### src/adc_ctl_pkg.sv
// shared constants, field positions and carrier types of the converter control
package adc_ctl_pkg;

    localparam int RES_W = 10;
    localparam int PER_W = 11;

    // control register one fields
    localparam int C1_START = 7;
    localparam int C1_MODE_HI = 6;
    localparam int C1_MODE_LO = 5;
    localparam int C1_IN_DIS = 4;
    localparam int C1_CHAN_HI = 3;
    localparam int C1_CHAN_LO = 0;
    // control register two fields
    localparam int C2_REF_ON = 5;
    localparam int C2_SPEED_HI = 3;
    localparam int C2_SPEED_LO = 1;
    localparam logic [7:0] C2_READ_MASK = 8'h3F;
    // result low / status register fields
    localparam int ST_DONE = 5;
    localparam int ST_BUSY = 4;

    localparam logic [7:0] CTL1_INIT = 8'h00;
    localparam logic [7:0] CTL2_INIT = 8'h00;
    localparam logic [9:0] RESULT_INIT = 10'h000;

    localparam logic [1:0] MODE_OFF = 2'h0;
    localparam logic [1:0] MODE_SINGLE = 2'h1;
    localparam logic [1:0] MODE_REPEAT = 2'h3;

    // conversion periods in high_freq_clock cycles (MCLK is that clock)
    localparam logic [10:0] PER_39 = 11'h027;
    localparam logic [10:0] PER_78 = 11'h04E;
    localparam logic [10:0] PER_156 = 11'h09C;
    localparam logic [10:0] PER_312 = 11'h138;
    localparam logic [10:0] PER_624 = 11'h270;
    localparam logic [10:0] PER_1248 = 11'h4E0;
    localparam logic [9:0] SAR_FIRST = 10'h200;
    localparam logic [3:0] SAR_TOP_BIT = 4'h9;

    typedef struct packed {
        logic wr;
        logic [7:0] data;
    } reg_wr_t;

    typedef enum logic [1:0] {SAR_IDLE, SAR_DECIDE, SAR_SETTLE} sar_phase_t;

    typedef struct packed {
        sar_phase_t phase;
        logic done;
        logic [9:0] code;
        logic [9:0] result;
        logic [3:0] idx;
        logic [6:0] step;
        logic [10:0] elapsed;
        logic [10:0] per;
    } sar_state_t;

    typedef struct packed {
        logic [7:0] ctl1;
        logic [7:0] ctl2;
        logic [9:0] result;
        logic done;
        logic busy;
        logic irq;
        logic start;
        logic ref_on;
    } ctl_state_t;

    // reserved speed codes give zero, which refuses the start
    function automatic logic [10:0] conv_period(input logic [2:0] code);
        case (code)
            3'h0: conv_period = PER_39;
            3'h2: conv_period = PER_78;
            3'h3: conv_period = PER_156;
            3'h4: conv_period = PER_312;
            3'h5: conv_period = PER_624;
            3'h6: conv_period = PER_1248;
            default: conv_period = 11'h000;
        endcase
    endfunction

endpackage

### src/adc_sequencer_standby_control.sv
// converter control: registers, start and repeat sequencing, standby handling
`timescale 1ns/10ps
`default_nettype none

// Contract
// - standby entry abandons a running conversion at once
// - standby entry returns both control registers to their initial values
// - standby entry wipes the stored result and the done flag
// - after standby the converter stays idle until software starts again
// - the reference is disconnected throughout standby
// - each conversion yields a 10-bit code of the sampled level
// - low 2 result bits in low/status register, upper 8 in high register
// - setting bit 7 of control register one requests a conversion start
// - writing 00100011B to control register one selects channel 3
// - writing 11011000B to control register two selects 312 clock periods
// - completion raises the interrupt request for latch fifteen
// - the done flag is readable at any time for polling
// - completion stores result, sets done flag and raises interrupt together
// - the start bit clears itself once the conversion has begun
// - the busy flag clears on standby entry as well as at completion in single mode
module adc_sequencer_standby_control (
    input wire logic MCLK,
    input wire logic RESET_N,
    input wire logic STANDBY,
    input wire adc_ctl_pkg::reg_wr_t CONV_CONTROL_ONE_WR,
    input wire adc_ctl_pkg::reg_wr_t CONV_CONTROL_TWO_WR,
    input wire logic RESULT_HIGH_RD,
    input wire logic COMP_IN,
    output logic [7:0] CONV_CONTROL_ONE,
    output logic [7:0] CONV_CONTROL_TWO,
    output logic [7:0] RESULT_HIGH_REG,
    output logic [7:0] RESULT_LOW_STATUS_REG,
    output logic CONV_DONE_IRQ,
    output logic [3:0] CHAN_SELECT,
    output logic INPUT_DISABLE,
    output logic REF_CONNECT,
    output logic [9:0] DAC_TRIAL
);

    adc_ctl_pkg::ctl_state_t s_r;
    adc_ctl_pkg::ctl_state_t s_nxt;
    logic [1:0] mode;
    logic [10:0] period;
    logic abort;
    logic sar_done;
    logic [9:0] sar_result;

    assign mode = s_r.ctl1[adc_ctl_pkg::C1_MODE_HI:adc_ctl_pkg::C1_MODE_LO];
    assign period = adc_ctl_pkg::conv_period(
        s_r.ctl2[adc_ctl_pkg::C2_SPEED_HI:adc_ctl_pkg::C2_SPEED_LO]);
    assign abort = STANDBY || (mode == adc_ctl_pkg::MODE_OFF);

    sar_engine u_sar (
        .clk(MCLK),
        .rst_n(RESET_N),
        .start(s_r.start),
        .abort(abort),
        .period(period),
        .comp(COMP_IN),
        .trial(DAC_TRIAL),
        .result(sar_result),
        .done(sar_done)
    );

    assign CONV_CONTROL_ONE = s_r.ctl1;
    // upper two bits of control register two carry nothing and read as zero
    assign CONV_CONTROL_TWO = s_r.ctl2 & adc_ctl_pkg::C2_READ_MASK;
    assign CHAN_SELECT = s_r.ctl1[adc_ctl_pkg::C1_CHAN_HI:adc_ctl_pkg::C1_CHAN_LO];
    assign INPUT_DISABLE = s_r.ctl1[adc_ctl_pkg::C1_IN_DIS];
    assign CONV_DONE_IRQ = s_r.irq;
    assign REF_CONNECT = s_r.ref_on;
    assign RESULT_HIGH_REG = s_r.result[9:2];
    // done flag at bit 5, readable always
    assign RESULT_LOW_STATUS_REG = {s_r.result[1:0], s_r.done, s_r.busy, 4'h0};

    always_comb
    begin
        s_nxt = s_r;
        s_nxt.irq = 1'b0;
        s_nxt.start = 1'b0;
        if (STANDBY)
        begin
            s_nxt.ctl1 = adc_ctl_pkg::CTL1_INIT;
            s_nxt.ctl2 = adc_ctl_pkg::CTL2_INIT;
            s_nxt.result = adc_ctl_pkg::RESULT_INIT;
            s_nxt.done = 1'b0;
            s_nxt.busy = 1'b0;
            s_nxt.ref_on = 1'b0;
        end
        else
        begin
            if (RESULT_HIGH_RD)
                s_nxt.done = 1'b0;
            if (mode == adc_ctl_pkg::MODE_OFF)
                s_nxt.busy = 1'b0;
            else if (sar_done)
            begin
                // store, flag and interrupt in one edge
                s_nxt.result = sar_result;
                s_nxt.done = 1'b1;
                s_nxt.irq = 1'b1;
                s_nxt.busy = 1'b0;
                if (mode == adc_ctl_pkg::MODE_REPEAT)
                begin
                    s_nxt.start = 1'b1;
                    s_nxt.busy = 1'b1;
                end
            end
            else if (s_r.ctl1[adc_ctl_pkg::C1_START] && !s_r.busy && period != 11'h000)
            begin
                s_nxt.start = 1'b1;
                s_nxt.busy = 1'b1;
                // a restart before the result is read drops the old done flag
                s_nxt.done = 1'b0;
                s_nxt.ctl1[adc_ctl_pkg::C1_START] = 1'b0;
            end
            // a write in the same cycle wins over the self-clear
            if (CONV_CONTROL_ONE_WR.wr)
                s_nxt.ctl1 = CONV_CONTROL_ONE_WR.data;
            if (CONV_CONTROL_TWO_WR.wr)
                s_nxt.ctl2 = CONV_CONTROL_TWO_WR.data;
            s_nxt.ref_on = s_nxt.ctl2[adc_ctl_pkg::C2_REF_ON] || s_nxt.busy;
        end
    end

    always_ff @(posedge MCLK)
    begin
        if (!RESET_N)
        begin
            s_r <= '0;
            s_r.ctl1 <= adc_ctl_pkg::CTL1_INIT;
            s_r.ctl2 <= adc_ctl_pkg::CTL2_INIT;
        end
        else
            s_r <= s_nxt;
    end
endmodule

`default_nettype wire

### src/sar_engine.sv
// successive-approximation engine: ten bit decisions paced over one period
`timescale 1ns/10ps
`default_nettype none

module sar_engine (
    input wire logic clk,
    input wire logic rst_n,
    input wire logic start,
    input wire logic abort,
    input wire logic [10:0] period,
    input wire logic comp,
    output logic [9:0] trial,
    output logic [9:0] result,
    output logic done
);

    adc_ctl_pkg::sar_state_t s_r;
    adc_ctl_pkg::sar_state_t s_nxt;

    assign trial = s_r.code;
    assign result = s_r.result;
    assign done = s_r.done;

    always_comb
    begin
        s_nxt = s_r;
        s_nxt.done = 1'b0;
        case (s_r.phase)
            adc_ctl_pkg::SAR_IDLE:
            begin
                if (start)
                begin
                    s_nxt.phase = adc_ctl_pkg::SAR_DECIDE;
                    s_nxt.code = adc_ctl_pkg::SAR_FIRST;
                    s_nxt.idx = adc_ctl_pkg::SAR_TOP_BIT;
                    s_nxt.per = period;
                    s_nxt.step = period[10:4] - 7'h01;
                    s_nxt.elapsed = 11'h000;
                end
            end
            adc_ctl_pkg::SAR_DECIDE:
            begin
                s_nxt.elapsed = s_r.elapsed + 11'h001;
                if (s_r.step == 7'h00)
                begin
                    s_nxt.step = s_r.per[10:4] - 7'h01;
                    // comp high means the input is at or above the trial level
                    if (!comp)
                        s_nxt.code = s_r.code & ~(10'h001 << s_r.idx);
                    if (s_r.idx == 4'h0)
                        s_nxt.phase = adc_ctl_pkg::SAR_SETTLE;
                    else
                    begin
                        s_nxt.idx = s_r.idx - 4'h1;
                        s_nxt.code = s_nxt.code | (10'h001 << (s_r.idx - 4'h1));
                    end
                end
                else
                    s_nxt.step = s_r.step - 7'h01;
            end
            adc_ctl_pkg::SAR_SETTLE:
            begin
                s_nxt.elapsed = s_r.elapsed + 11'h001;
                if (s_r.elapsed >= s_r.per - 11'h002)
                begin
                    s_nxt.phase = adc_ctl_pkg::SAR_IDLE;
                    s_nxt.result = s_r.code;
                    s_nxt.done = 1'b1;
                end
            end
            default: s_nxt.phase = adc_ctl_pkg::SAR_IDLE;
        endcase
        if (abort)
            s_nxt.phase = adc_ctl_pkg::SAR_IDLE;
        if (abort)
            s_nxt.done = 1'b0;
    end

    always_ff @(posedge clk)
    begin
        if (!rst_n)
            s_r <= '0;
        else
            s_r <= s_nxt;
    end

endmodule

`default_nettype wire

### config.mk
export PLATFORM = sky130hd
export DESIGN_NAME = adc_sequencer_standby_control
export DESIGN_NICKNAME = d
export VERILOG_FILES = /design/src/adc_ctl_pkg.sv /design/src/adc_sequencer_standby_control.sv /design/src/sar_engine.sv
export SDC_FILE = /design/constraint.sdc
export NUM_CORES = 1
export LEC_CHECK = 0
export BUFFER_PORTS_ARGS = -buffer_cell sky130_fd_sc_hd__buf_2
export CORE_MARGIN = 4
export CORE_UTILIZATION = 50
export CTS_CLUSTER_SIZE = 28
export DETAILED_ROUTE_END_ITERATION = 12
export PLACE_DENSITY = 0.81
export SLEW_MARGIN = 0
export SYNTH_ARGS = -nofsm -noshare
export SYNTH_HDL_FRONTEND = slang
export SYNTH_SLANG_ARGS = --single-unit
### constraint.sdc
create_clock -name MCLK -period 3.5 [get_ports MCLK]
set_input_delay 0.7 -clock MCLK [delete_from_list [all_inputs] [get_ports MCLK]]
set_output_delay 0.7 -clock MCLK [all_outputs]
set_load 0.02 [all_outputs]
==> results.json <==
{
  "outcome": "finished clean",
  "critical_path.slowest_cell": "a21boi_0",
  "max-clock-path-buffers": 2,
  "nets": 648,
  "yosysMostFrequentCell": "dfxtp_1",
  "cts_buffers": 9,
  "grt_max_degree": 47,
  "grt.overflow.total": 0,
  "rsz0062_at_grt": "no",
  "grt.total_usage": 0.198,
  "num_rows": 35,
  "path_cells": "nor3_1 -> nor3b_1 -> xnor2_1 -> ha_1 -> nand2_1 -> o41a_1 -> a21boi_0 -> o21ai_0 -> o221a_2",
  "clk_pin_slew_ps": 90,
  "coreArea_sq_um": 9200,
  "critPathMaxFanout": 4,
  "p_seq_frac": 0.543,
  "switchingPower_uw": 441,
  "wl_per_cell_um": 15.2,
  "post_cts_buffers": 0,
  "drt_wl_total_um": 10900,
  "cts-resized-gates": 0,
  "gp_congestion": 0.864,
  "finClkSkew_ps": 13.4,
  "maxSlewViolCount": 0,
  "start_kind": "flop",
  "cts-root-buf": "clkbuf_8",
  "yosysTopAreaCell": "dfxtp_1",
  "dieArea_sq_um": 11100,
  "critPathArrivalTime_ps": 3270,
  "dp_cells": 701,
  "maxCapViolCount": 0,
  "worstSetupPathType": "reg -> reg",
  "drc_errors": 0,
  "syn_to_final_growth_pct": 8.83,
  "synth-async-reset-ratio": 0,
  "leakage_uw": 0.00214,
  "portBuffers": 63,
  "synthCells": 571,
  "grt_pass1_wl_um": 18500,
  "drive_above_1_share": 0.160,
  "period_share": 0.863,
  "finalSetupTns_ps": 0,
  "critPathMaxStageDelay_ps": 450,
  "power_frac_comb": 0.056,
  "fin_hold_ws_ps": 456,
  "fin_cells": 717,
  "sw_frac_of_total": 0.244,
  "diodes": 0,
  "maxSlewHeadroom": 0.168,
  "period_needed_ps": 3020,
  "yosys_register_bits": 85,
  "drtIter0Drc": 301,
  "r2r_slack_ps": 480,
  "hold_buffers": 0,
  "worstSkewPairLatency_ps": 360,
  "ys_warn_count": 0,
  "hold_violations": 0,
  "dr_total_vias": 4163,
  "cts_tree": "done",
  "cts_num_sinks": 85,
  "yosysSeqAreaShare": 0.361,
  "first_pass_iters": 7,
  "die_h_um": 105,
  "postRouteAntennaNets": 0,
  "fill_cells": 832,
  "start_util": 0.513,
  "power.total_uw": 1810,
  "critPathRequiredTime_ps": 3750,
  "max_freq_mhz": 331,
  "setup_violations": 0,
  "synth_cell_types": 64,
  "die_w_um": 105,
  "synth.area.top_cells": "dfxtp_1, ha_1, mux2i_1",
  "synth-main-ff-cell": "dfxtp_1",
  "grt_pass1_vias": 4017,
  "syn_avg_cell_area_sq_um": 8.26,
  "antenna_found_initial": 0,
  "yosysTopAreaCellShare": 0.361,
  "io_pins": 72,
  "hold_path.class": "reg -> reg",
  "crit_path_end_kind": "flop",
  "synth_commonest_cells": "dfxtp_1, nand2_1, nor2_1",
  "ir_drop_mv": 0.244,
  "syn-cell-area_sq_um": 4720,
  "tightest_slew_ps": 1240,
  "dp_hpwl_um": 7870,
  "synth_edf_count": 0,
  "power_density_nw_per_um2": 352,
  "power.internal_uw": 1370,
  "p_clk_frac": 0.401,
  "vias_per_cell": 5.81,
  "cts-htree-levels": 3
}
-- layer usage --
layer  wire, um  vias up  track usage
met4        106        0       0.0600
met1       4920     1987        0.256
met5          0        -            0
met3        601       12       0.0383
li1           -     2027            -
met2       5240      137        0.332
-- sequential cells by signal, indices dropped and copies added (netlist names) --
| signal | flops |
|---|---|
| CONV_DONE_IRQ | 1 |
| s_r | 1 |
| u_sar.done | 1 |
| u_sar.s_r | 35 |
| u_sar.result | 10 |
| u_sar.trial | 10 |
| CONV_CONTROL_ONE | 8 |
| RESULT_LOW_STATUS_REG | 4 |
| REF_CONNECT | 1 |
| CONV_CONTROL_TWO | 6 |
| RESULT_HIGH_REG | 8 |
-- cell type report --
type	instances	area, sq um	area share
Inverter	14	52.6	0.0102
Clock inverter	6	67.6	0.0132
Tap cell	111	139	0.0270
Timing Repair Buffer	68	353	0.0687
Sequential cell	85	1700	0.331
Multi-Input combinational cell	423	2680	0.523
Clock buffer	10	138	0.0268
-- metrics by stage --
| step | worst slack [ps] | area (sq um) | utilization |
|---|---|---|---|
| after CTS | 498 | 5130 | 0.558 |
| after global routing | 134 | 5130 | 0.558 |
| after global placement | 604 | 4930 | 0.536 |
| after floorplan | 762 | 4740 | - |
| after detailed placement | 543 | 4930 | 0.536 |
| final | 479 | 5130 | 0.558 |
-- worst paths after layout --
kind,from,endpoint,cells past startpoint
hold / removal,RESULT_HIGH_REG[5],RESULT_HIGH_REG[5],2
setup / recovery,u_sar.s_r[1],u_sar.s_r[54],9
hold reg to reg,RESULT_HIGH_REG[5],RESULT_HIGH_REG[5],2
setup reg to reg,u_sar.s_r[1],u_sar.s_r[54],9
-- power by group through the flow --
stage / Sequential (uW) / Combinational, uW / Clock (uW)
after global routing: 981 / 112 / 776
after global placement: 1000 / 98.0 / 0
after CTS: 979 / 101 / 735
final: 980 / 102 / 724
after detailed placement: 1000 / 101 / 0
after floorplan: 1010 / 71.7 / 0
-- worst max-delay path, delay by kind of cell, from the launching register on --
family	cells	cell delay [ps]
compound gates	4	1320
xor+xnor	1	130
fa+ha+maj	1	300
flops	1	350
simple gates	3	800
-- layout by cell type, fill, tap and decap left out, types with 5 or more instances in the layout --
cell,netlist,routed
or3_1,6,6
o21ai_0,35,35
xnor2_1,8,8
buf_4,21,5
dfxtp_1,85,85
nor2b_1,23,23
a21boi_1,5,5
a31oi_1,11,11
and2_1,8,8
ha_1,24,24
clkbuf_8,0,10
a21oi_1,46,46
xor2_1,10,10
nand3_1,10,10
nand2_1,64,64
nor3_1,9,9
mux2i_1,26,26
inv_1,13,13
conb_1,1,6
buf_2,2,63
nor2_1,47,47
nand2b_1,12,12
a21boi_0,10,10
-- logic make-up (layout without fill, tap and decap cells) --
group | Yosys count | in the layout | share of synthesized area
AND/OR/NAND/NOR | 199 | 199 | 0.207
AO/OA/AOI/OAI | 149 | 149 | 0.203
flip-flops | 85 | 85 | 0.361
buffers and inverters | 68 | 98 | 0.0745
multiplexers | 27 | 27 | 0.0575
adder cells (fa/ha/maj) | 24 | 24 | 0.0636
XOR/XNOR | 18 | 18 | 0.0334
other | 1 | 6 | 0.000795
Note: power is estimated with default switching activity, not from simulation.
